$ cat src/include/sbst_params.svh
// timing counts, widths, instruction codes and reset values for the scan test port
`ifndef SBST_PARAMS_SVH
`define SBST_PARAMS_SVH
`define SBST_IR_WIDTH 3
`define SBST_ID_WIDTH 32
`define SBST_BSR_LEN 109
`define SBST_OE_CELL 108
`define SBST_RST_CNT 5
`define SBST_IR_CAPTURE 3'h1
`define SBST_INS_EXTEST 3'h0
`define SBST_INS_IDCODE 3'h1
`define SBST_INS_SAMPLEZ 3'h2
`define SBST_INS_SAMPLE 3'h4
`define SBST_INS_BYPASS 3'h7
// identification code: an arbitrary value that names no maker or part
`define SBST_ID_VALUE 32'h0a5a5a5b
`endif

$ cat src/include/sbst_pkg.sv
// types shared by the scan test port
package sbst_pkg;
  // sixteen-state test controller
  typedef enum logic [3:0] {
    ResetSt, IdleSt, SelDrSt, CapDrSt, ShDrSt, Ex1DrSt, PauseDrSt, Ex2DrSt, UpdDrSt,
    SelIrSt, CapIrSt, ShIrSt, Ex1IrSt, PauseIrSt, Ex2IrSt, UpdIrSt
  } sbst_state_e;
  // synchronised test pins
  typedef struct packed {
    logic testClk;
    logic modeSel;
    logic dataIn;
  } sbst_pins_s;
endpackage

$ cat src/sbst_tap.sv
// scan test port controller with instruction, bypass, id and boundary registers
// Overview of operation
// - sample inputs on rise, outputs on fall
// - mode select steers controller, reads high floating
// - serial input enters selected register msb
// - serial output from lsb, changes on fall
// - output driver enabled only while shifting
// - instruction selects exactly one scan register
// - five high mode selects reset logic
// - test reset never disturbs memory operation
// - power-up reset floats serial output
// - three bit serially loaded instruction register
// - instruction presets to identification on reset
// - instruction capture loads pattern 01
// - bypass is one register bit
// - bypass bit cleared when bypass executes
// - boundary register captures ring, then shifts
// - extest, sample and samplez capture ring
// - boundary cell per ball, msb near input
// - identification register captures 32-bit code
// - samplez floats memory output bus
// - cell 108 enables output bus, preset high
`timescale 1ns/1ns
`include "sbst_params.svh"
module sbst_tap #(
  parameter int BSR_LEN = `SBST_BSR_LEN, // boundary cells including spare balls
  parameter logic [`SBST_ID_WIDTH-1:0] ID_CODE = `SBST_ID_VALUE // arbitrary value
) (
  input wire logic core_clk, // 125 mhz system clock
  input wire logic rst_n, // asynchronous active low reset
  input wire logic testClk, // test clock pin, sampled
  input wire logic modeSel, // mode select pin, pulled up outside
  input wire logic dataIn, // serial data in pin, pulled up outside
  output logic dataOut, // serial data out
  output logic dataOutEn, // serial data out enable, high drives
  input wire logic [BSR_LEN-1:0] ringIn, // live values of the ball ring
  output logic [BSR_LEN-1:0] ringOut, // latched boundary update values
  output logic extestMode, // boundary drives the balls
  output logic memOutFloat // memory output bus held high impedance
);
  // module state except the reset synchroniser in one packed struct
  typedef struct packed {
    // three-stage synchroniser on the test pins
    sbst_pkg::sbst_pins_s s1;
    sbst_pkg::sbst_pins_s s2;
    sbst_pkg::sbst_pins_s s3;
    logic clkLvl;
    // controller state and the instruction stages
    sbst_pkg::sbst_state_e st;
    logic [`SBST_IR_WIDTH-1:0] irSh;
    logic [`SBST_IR_WIDTH-1:0] ir;
    // bypass and identification stages
    logic byp;
    logic [`SBST_ID_WIDTH-1:0] idSh;
    // boundary shift stage and update latch
    logic [BSR_LEN-1:0] bsrSh;
    logic [BSR_LEN-1:0] bsrUpd;
    // run of rises seen with mode select high
    logic [2:0] highCnt;
    // serial output flops, changed on falls only
    logic tdo;
    logic tdoEn;
  } sbst_reg_s;

  // registered state and its next value
  sbst_reg_s r; // registered state
  sbst_reg_s next_r; // next state
  // reset synchroniser, kept apart because it clears on the raw pin
  logic [1:0] rstSync;
  logic rstLocal_n; // synchronised reset
  // decoded strobes of the sampled test clock
  logic clkRise; // agreed rising edge of the test clock
  logic clkFall; // agreed falling edge
  // sampled test inputs
  logic tms; // agreed mode select
  logic tdi; // agreed data in
  // serial path helpers
  logic serBit; // lsb of the selected register
  logic shiftDr; // in data shift state
  logic shiftIr; // in instruction shift state

  // reset copy released two core clocks after the pin
  assign rstLocal_n = rstSync[1];
  // a change counts once second and third stage agree
  assign clkRise = (r.s2.testClk == r.s3.testClk) && r.s3.testClk && !r.clkLvl;
  assign clkFall = (r.s2.testClk == r.s3.testClk) && !r.s3.testClk && r.clkLvl;
  assign tms = r.s3.modeSel;
  assign tdi = r.s3.dataIn;
  // state decodes for the output enable
  assign shiftDr = (r.st == sbst_pkg::ShDrSt);
  assign shiftIr = (r.st == sbst_pkg::ShIrSt);

  // pick the lsb of the one register in the path
  always_comb
  begin
    // instruction shift puts the instruction register in the path
    if (r.st == sbst_pkg::ShIrSt)
    begin
      serBit = r.irSh[0];
    end
    else
    begin
      // otherwise the instruction picks the data register
      unique case (r.ir)
        `SBST_INS_EXTEST, `SBST_INS_SAMPLE, `SBST_INS_SAMPLEZ: serBit = r.bsrSh[0];
        `SBST_INS_IDCODE: serBit = r.idSh[0];
        default: serBit = r.byp; // reserved and bypass use the single bit
      endcase
    end
  end

  // next state of the whole port
  always_comb
  begin
    next_r = r;
    // pins enter the first stage, stages shift along
    next_r.s1 = '{testClk: testClk, modeSel: modeSel, dataIn: dataIn};
    next_r.s2 = r.s1;
    next_r.s3 = r.s2;
    // track the agreed test clock level for edge detection
    if (r.s2.testClk == r.s3.testClk)
    begin
      next_r.clkLvl = r.s3.testClk;
    end
    // everything in this branch moves on a rising test clock only; the output update after it moves on a fall
    if (clkRise)
    begin
      // five rising edges with mode select high force reset
      if (!tms)
      begin
        next_r.highCnt = 3'h0;
      end
      else if (r.highCnt != 3'(`SBST_RST_CNT))
      begin
        // count up, saturating at the reset count
        next_r.highCnt = r.highCnt + 3'h1;
      end
      // standard controller transitions
      unique case (r.st)
        // reset and idle
        sbst_pkg::ResetSt: next_r.st = tms ? sbst_pkg::ResetSt : sbst_pkg::IdleSt;
        sbst_pkg::IdleSt: next_r.st = tms ? sbst_pkg::SelDrSt : sbst_pkg::IdleSt;
        // data register column
        sbst_pkg::SelDrSt: next_r.st = tms ? sbst_pkg::SelIrSt : sbst_pkg::CapDrSt;
        sbst_pkg::CapDrSt: next_r.st = tms ? sbst_pkg::Ex1DrSt : sbst_pkg::ShDrSt;
        sbst_pkg::ShDrSt: next_r.st = tms ? sbst_pkg::Ex1DrSt : sbst_pkg::ShDrSt;
        sbst_pkg::Ex1DrSt: next_r.st = tms ? sbst_pkg::UpdDrSt : sbst_pkg::PauseDrSt;
        sbst_pkg::PauseDrSt: next_r.st = tms ? sbst_pkg::Ex2DrSt : sbst_pkg::PauseDrSt;
        sbst_pkg::Ex2DrSt: next_r.st = tms ? sbst_pkg::UpdDrSt : sbst_pkg::ShDrSt;
        sbst_pkg::UpdDrSt: next_r.st = tms ? sbst_pkg::SelDrSt : sbst_pkg::IdleSt;
        // instruction register column
        sbst_pkg::SelIrSt: next_r.st = tms ? sbst_pkg::ResetSt : sbst_pkg::CapIrSt;
        sbst_pkg::CapIrSt: next_r.st = tms ? sbst_pkg::Ex1IrSt : sbst_pkg::ShIrSt;
        sbst_pkg::ShIrSt: next_r.st = tms ? sbst_pkg::Ex1IrSt : sbst_pkg::ShIrSt;
        sbst_pkg::Ex1IrSt: next_r.st = tms ? sbst_pkg::UpdIrSt : sbst_pkg::PauseIrSt;
        sbst_pkg::PauseIrSt: next_r.st = tms ? sbst_pkg::Ex2IrSt : sbst_pkg::PauseIrSt;
        sbst_pkg::Ex2IrSt: next_r.st = tms ? sbst_pkg::UpdIrSt : sbst_pkg::ShIrSt;
        sbst_pkg::UpdIrSt: next_r.st = tms ? sbst_pkg::SelDrSt : sbst_pkg::IdleSt;
      endcase
      // mode select high pushes back to reset after five rises
      if (tms && r.highCnt >= 3'(`SBST_RST_CNT - 1))
      begin
        next_r.st = sbst_pkg::ResetSt;
      end
      // register actions of the current state
      unique case (r.st)
        // capture the fixed pattern for path checks
        sbst_pkg::CapIrSt:
        begin
          next_r.irSh = {1'b0, 2'(`SBST_IR_CAPTURE)};
        end
        // shift the instruction towards the output
        sbst_pkg::ShIrSt:
        begin
          next_r.irSh = {tdi, r.irSh[`SBST_IR_WIDTH-1:1]};
        end
        // the new instruction takes effect
        sbst_pkg::UpdIrSt:
        begin
          next_r.ir = r.irSh;
          // the bypass instruction clears its bit at once
          if (r.irSh == `SBST_INS_BYPASS)
          begin
            next_r.byp = 1'b0;
          end
        end
        // capture into the selected data register
        sbst_pkg::CapDrSt:
        begin
          unique case (r.ir)
            // ring snapshot for the three boundary instructions
            `SBST_INS_EXTEST, `SBST_INS_SAMPLE, `SBST_INS_SAMPLEZ: next_r.bsrSh = ringIn;
            `SBST_INS_IDCODE: next_r.idSh = ID_CODE;
            default: next_r.byp = 1'b0;
          endcase
        end
        // shift the selected data register
        sbst_pkg::ShDrSt:
        begin
          unique case (r.ir)
            // boundary register takes the serial input at its msb
            `SBST_INS_EXTEST, `SBST_INS_SAMPLE, `SBST_INS_SAMPLEZ:
              next_r.bsrSh = {tdi, r.bsrSh[BSR_LEN-1:1]};
            `SBST_INS_IDCODE: next_r.idSh = {tdi, r.idSh[`SBST_ID_WIDTH-1:1]};
            default: next_r.byp = tdi;
          endcase
        end
        // latch boundary values onto the ring outputs
        sbst_pkg::UpdDrSt:
        begin
          if (r.ir == `SBST_INS_EXTEST || r.ir == `SBST_INS_SAMPLE)
          begin
            next_r.bsrUpd = r.bsrSh;
          end
        end
        // other states leave the shift registers alone
        default:
        begin
          next_r.irSh = r.irSh;
        end
      endcase
      // entering or holding the reset state presets instruction and the output enable cell
      if (next_r.st == sbst_pkg::ResetSt)
      begin
        next_r.ir = `SBST_INS_IDCODE;
        next_r.bsrUpd[`SBST_OE_CELL] = 1'b1;
      end
    end
    // output updates only on the falling edge
    if (clkFall)
    begin
      // the new lsb reaches the pin; the enable follows the shift states
      next_r.tdo = serBit;
      next_r.tdoEn = shiftDr || shiftIr;
    end
  end

  // synchroniser on the raw reset
  always_ff @(posedge core_clk or negedge rst_n)
  begin
    if (!rst_n)
    begin
      rstSync <= 2'h0;
    end
    else
    begin
      // a one walks through both stages after release
      rstSync <= {rstSync[0], 1'b1};
    end
  end

  // register the rest of the state on the synchronised reset
  always_ff @(posedge core_clk or negedge rstLocal_n)
  begin
    if (!rstLocal_n)
    begin
      // power-up reset floats the output and presets identification
      // synchroniser stages preset to the idle pin levels
      r.s1 <= '{testClk: 1'b0, modeSel: 1'b1, dataIn: 1'b1};
      r.s2 <= '{testClk: 1'b0, modeSel: 1'b1, dataIn: 1'b1};
      r.s3 <= '{testClk: 1'b0, modeSel: 1'b1, dataIn: 1'b1};
      r.clkLvl <= 1'b0;
      r.st <= sbst_pkg::ResetSt;
      r.irSh <= `SBST_INS_IDCODE;
      r.ir <= `SBST_INS_IDCODE;
      r.byp <= 1'b0;
      r.idSh <= '0;
      r.bsrSh <= '0;
      r.bsrUpd <= BSR_LEN'(1) << `SBST_OE_CELL;
      r.highCnt <= 3'h0;
      r.tdo <= 1'b0;
      r.tdoEn <= 1'b0;
    end
    else
    begin
      // registered state follows the next value
      r.s1 <= next_r.s1;
      r.s2 <= next_r.s2;
      r.s3 <= next_r.s3;
      r.clkLvl <= next_r.clkLvl;
      r.st <= next_r.st;
      r.irSh <= next_r.irSh;
      r.ir <= next_r.ir;
      r.byp <= next_r.byp;
      r.idSh <= next_r.idSh;
      r.bsrSh <= next_r.bsrSh;
      r.bsrUpd <= next_r.bsrUpd;
      r.highCnt <= next_r.highCnt;
      r.tdo <= next_r.tdo;
      r.tdoEn <= next_r.tdoEn;
    end
  end

  // test logic only gates ball values under extest and samplez; memory timing is untouched
  // serial pin outputs come straight from flops
  assign dataOut = r.tdo;
  assign dataOutEn = r.tdoEn;
  assign ringOut = r.bsrUpd;
  // instruction decodes for the memory side
  assign extestMode = (r.ir == `SBST_INS_EXTEST);
  assign memOutFloat = (r.ir == `SBST_INS_SAMPLEZ) || (extestMode && !r.bsrUpd[`SBST_OE_CELL]);
endmodule

$ cat config.mk
export PLATFORM = sky130hd
export DESIGN_NAME = sbst_tap
export DESIGN_NICKNAME = d
export VERILOG_FILES = /design/src/include/sbst_pkg.sv /design/src/sbst_tap.sv
export VERILOG_INCLUDE_DIRS = /design/src /design/src/include
export SDC_FILE = /design/constraint.sdc
export NUM_CORES = 1
export LEC_CHECK = 0
export CORE_ASPECT_RATIO = 1.1
export CORE_MARGIN = 2
export CORE_UTILIZATION = 40
export CTS_BUF_LIST = sky130_fd_sc_hd__clkbuf_4
export CTS_CLUSTER_DIAMETER = 120
export DETAILED_ROUTE_END_ITERATION = 8
export DONT_BUFFER_PORTS = 1
export SLEW_MARGIN = 20
export SYNTH_ARGS = -nofsm -noshare
export SYNTH_HDL_FRONTEND = slang
export SYNTH_SLANG_ARGS = --single-unit
export TNS_END_PERCENT = 30
$ cat constraint.sdc
create_clock -name core_clk -period 9.2 [get_ports core_clk]
set_clock_uncertainty 0.05 [all_clocks]
set_input_delay 1.38 -clock core_clk [delete_from_list [all_inputs] [get_ports core_clk]]
set_output_delay 1.38 -clock core_clk [all_outputs]
set_load 0.02 [all_outputs]
Word-level counts from Yosys, hierarchy flattened
Index checks and enable logic that the tools add are counted.
- $add $sub $neg: 1
- magnitude comparators: 1
- eq/ne operators: 29
- muxes and demuxes: 34
- reductions and logical operators: 34
- operator list (cell ; count):
    109-bit two-way mux ; 4
    141-bit one-hot mux with 2 select lines ; 1
    32-bit two-way mux ; 2
    4-bit one-hot mux with 12 select lines ; 1
    4-bit equality test (second input constant) ; 8
    4-bit two-way mux ; 6
    3-bit two-way mux ; 6
    4-bit by 3-bit equality test with 1-bit output (second input constant) ; 4
    2-bit by 1-bit inequality test with 1-bit output (second input constant) ; 5
    2-bit nonzero test ; 5
    4-bit by 2-bit equality test with 1-bit output (second input constant) ; 2
    4-bit logical NOT ; 2
    1-bit two-way mux ; 8
    4-bit AND reduction ; 2
    3-bit equality test (second input constant) ; 2
    1-bit logical AND ; 6
    2-bit two-way mux ; 3
    2-bit inequality test (second input constant) ; 3
    3-bit one-hot mux with 2 select lines ; 1
    2-bit AND reduction ; 3
    3-bit AND reduction ; 2
    3-bit OR reduction ; 2
    5-bit AND reduction ; 1
    4-bit by 1-bit equality test with 1-bit output (second input constant) ; 1
    other kinds (14) ; 19
- bits in registers: 278
- output and inout bits: 113
- logic and storage cells: 121

Longest topological paths before layout
- depth after elaboration: 8
- depth in mapped cells: 11
- depth with buffers taken out: 6

Worst setup path after synthesis
OpenSTA, ideal clock, no wires.
- path type: register to output
- start: reg r[257] in the netlist's numbering
- end: out extestMode
- arrival: 1.009 ns
- required time: 7.770 ns
- setup slack: 6.761 ns
- stages on the path, launching flop included: 3
- path through: dfrtp_1 > or2_2 > nor2_1
- longest elaborated chain between the ends: 1
- RTL lines (what ; line ; text):
    start, declared ; sbst_tap.sv:66 ; sbst_reg_s r;
    3-bit logical NOT ; - ;
    end, declared ; sbst_tap.sv:38 ; output logic extestMode,
Every way passes these cells.

Final worst setup path
- start: reg r[257] in the netlist's numbering
- end: out memOutFloat
- longest elaborated chain between the ends: 3
- elaborated cells between the ends (all ways): 4
- those cells by class: eq/ne (1); reduce/logical (3)
- RTL lines (what ; line ; text):
    3-bit logical NOT ; - ;
    1-bit logical AND ; sbst_tap.sv:301 ; assign memOutFloat = (r.ir == `SBST_INS_SAMPLEZ) || (extestMode && !r.bsrUpd[`SBST_OE_CELL]);
    1-bit logical OR * ; sbst_tap.sv:301 ;
    end, declared ; sbst_tap.sv:39 ; output logic memOutFloat
Every way passes the cells marked *; elsewhere a longest branch is shown, timed or not.

==> results.json <==
{
  "path_clk_slew_ns": 0.07,
  "die_width_um": 173,
  "core_area_um2": 30700,
  "overflow": 0,
  "routabilityCongestion": 0.771,
  "grt.busiest_layer": "met2",
  "wl_per_cell_um": 17.1,
  "status": "finished clean",
  "p_int_mw": 2.61,
  "cts.sinks": 278,
  "final.period_utilization_pct": 36.9,
  "dieArea_um2": 32800,
  "first_iter_violations": 452,
  "vias": 7309,
  "timing_hold_violations_final": 0,
  "vdd_drop_max_mv": 0.136,
  "synthFlopType": "dfrtp_1",
  "rows": 67,
  "yosysWarnings": 0,
  "drc_errors": 0,
  "dr.pass1.iters": 5,
  "start_util_pct": 40.8,
  "synth_cell_types": 45,
  "io_pins": 227,
  "leakage_nw": 6.02,
  "cts_max_path_buffers": 3,
  "use_met2_pct": 23.4,
  "antenna_found_initial": 1,
  "holdWs_ns": 0.284,
  "yosysTopAreaCellShare_pct": 53.7,
  "synth_nets": 1224,
  "slew_violations": 0,
  "antenna_left": 0,
  "cp-end-kind": "output pin",
  "use_met3_pct": 7.83,
  "area_growth_pct": 3.76,
  "hp-class": "reg -> reg",
  "worstSkewPairLatency_ns": 0.68,
  "period_needed_ns": 3.39,
  "track_usage_pct": 15.7,
  "cts_root_buf": "clkbuf_4",
  "power_frac_comb_pct": 16.6,
  "timing.fmax_mhz": 295,
  "syn_inst": 1106,
  "yosysSeqAreaShare_pct": 55.6,
  "first_global_vias": 7666,
  "avgViaCountPerCell": 4.89,
  "synth_area_um2": 12500,
  "postCtsSetupBuffers": 0,
  "cap_violations": 0,
  "synth-edff-count": 0,
  "finalSetupViolations": 0,
  "io_buffers": 0,
  "crit_arrival_ns": 1.96,
  "grt_max_degree": 130,
  "holdBufCountCts": 0,
  "grt_pass1_wl_um": 41500,
  "synth.avg_cell_area_um2": 11.3,
  "htreeDepth": 3,
  "met1_usage_pct": 19.0,
  "ctsResizeCount": 0,
  "tightest_slew_ns": 1.01,
  "synth-async-reset-ratio_pct": 100,
  "sw_frac_of_total_pct": 34.2,
  "startpoint_type": "flip-flop",
  "grt_setup_unrepaired": "false",
  "setup-tns-final_ns": 0,
  "cts_tree": "yes",
  "cellPowerDensity_nw_per_um2": 306,
  "fin_nets": 1140,
  "wirelength_um": 25500,
  "rrSetupSlack_ns": 6.12,
  "crit_type": "reg -> out",
  "die_h_um": 190,
  "dp_hpwl_um": 16100,
  "slew_headroom_pct": 32.1,
  "yosys-top-cells-area": "dfrtp_1 54%, mux2_2 9.9%, mux2i_1 8.8%",
  "worst-endpoint-required_ns": 7.77,
  "drive_above_1_share_pct": 25.4,
  "seqPwrFrac_pct": 54.5,
  "p_sw_mw": 1.36,
  "clkPwrFrac_pct": 28.9,
  "critical_path.max_fanout": 6,
  "cts_made_buffers": 77,
  "ys_ff_latch": 278,
  "synth_top_area_cell": "dfrtp_1"
}
-- stage by stage --
| step | std cells | setup WS, ns | area [µm²] | util, % | total power, mW |
|---|---|---|---|---|---|
| after floorplan | 1106 | 0.844 | 12500 | - | 2.81 |
| after global placement | 1357 | 5.98 | 12000 | 39.1 | 2.82 |
| after detailed placement | 1357 | 5.85 | 12000 | 39.1 | 2.86 |
| after CTS | 1493 | 5.68 | 13000 | 42.4 | 4.05 |
| after global routing | 1494 | 5.65 | 13000 | 42.4 | 4.27 |
| final | 1494 | 5.81 | 13000 | 42.4 | 3.97 |
-- power by group through the flow --
stage	logic (mW)	registers (mW)	clock network (mW)
finish	0.658	2.16	1.15
detailed placement	0.670	2.19	0
global placement	0.640	2.18	0
floorplan	0.925	1.88	0
global route	0.765	2.23	1.27
CTS	0.669	2.17	1.21
-- path summary, 6_finish.rpt --
check	startpoint	to	cells after the start
worst min register to register	next_r[270]	next_r[267]	0
min in group asynchronous	rst_n	rstSync[1]	0
max in group asynchronous	rstSync[1]	r[230]	2
worst max-delay path	r[257]	memOutFloat	2
worst max register to register	r[262]	r[196]	7
worst min-delay path	next_r[270]	next_r[267]	0
-- critical path, stage by stage (launching register included) --
cell and delay (ns):
dfrtp_1 0.42, inv_1 0.06, a211oi_1 0.80
-- registers in the layout (all words and copies together) (netlist names) --
register / cells
next_r: 6
r: 157
dataOutEn: 1
dataOut: 1
ringOut: 109
tms: 1
rstSync: 2
tdi: 1
-- synthesized netlist by cell type, drive strengths merged, types with 9 or more instances --
| cell type | instances |
|---|---|
| mux2 | 111 |
| mux2i | 110 |
| dfrtp | 269 |
| buf | 151 |
| dfstp | 9 |
| clkbuf | 24 |
| a21oi | 10 |
| o21ai | 155 |
| nor2 | 27 |
| inv | 11 |
| nand2 | 175 |
-- cells in the final DEF (no fill, tap or decap), drive strengths merged, types with 2 or more instances in the layout --
cell type / netlist / layout
o22ai: 2 / 2
mux2i: 110 / 110
nor2: 27 / 27
nor3: 6 / 6
nand2b: 6 / 6
ha: 4 / 4
a211oi: 2 / 2
inv: 11 / 12
a21oi: 10 / 10
or2: 3 / 3
and2: 2 / 2
clkbuf: 24 / 125
a22o: 2 / 2
nand3: 6 / 6
dfstp: 9 / 9
nor2b: 2 / 2
o21ai: 155 / 155
clkinv: 0 / 8
buf: 151 / 12
a32o: 3 / 3
or3: 2 / 2
dfrtp: 269 / 269
a31oi: 2 / 2
nand2: 175 / 175
mux2: 111 / 111
-- metal layers --
layer / vias to the layer above / routed length, µm / part of all wire, %
met5: - / 0 / 0
met4: 0 / 629 / 2.5
met3: 54 / 2710 / 11
met2: 248 / 11500 / 45
met1: 3475 / 10600 / 42
li1: 3532 / - / -
-- final cells by class --
| type | count | area (µm²) |
|---|---|---|
| multi-input combinational | 642 | 4360 |
| tap | 414 | 518 |
| inverter | 11 | 41.3 |
| fill | 2979 | 17700 |
| clock inverter | 11 | 73.8 |
| sequential | 278 | 6970 |
| clock buffer | 125 | 938 |
| timing repair buffer | 12 | 93.8 |
| antenna | 1 | 2.50 |
-- cells by family (layout without fill, tap and decap cells) --
kind of cell / count (synthesis) / in the layout / synth area share [%]
adder cells (fa/ha/maj): 4 / 4 / 0.399
other: 1 / 2 / 0.0299
multiplexers: 221 / 221 / 18.8
flip-flops: 278 / 278 / 55.6
AND/OR/NAND/NOR: 232 / 232 / 7.54
AO/OA/AOI/OAI: 184 / 184 / 7.91
buffers and inverters: 186 / 159 / 9.73
No activity file was read; power rests on OpenSTA's default activity.
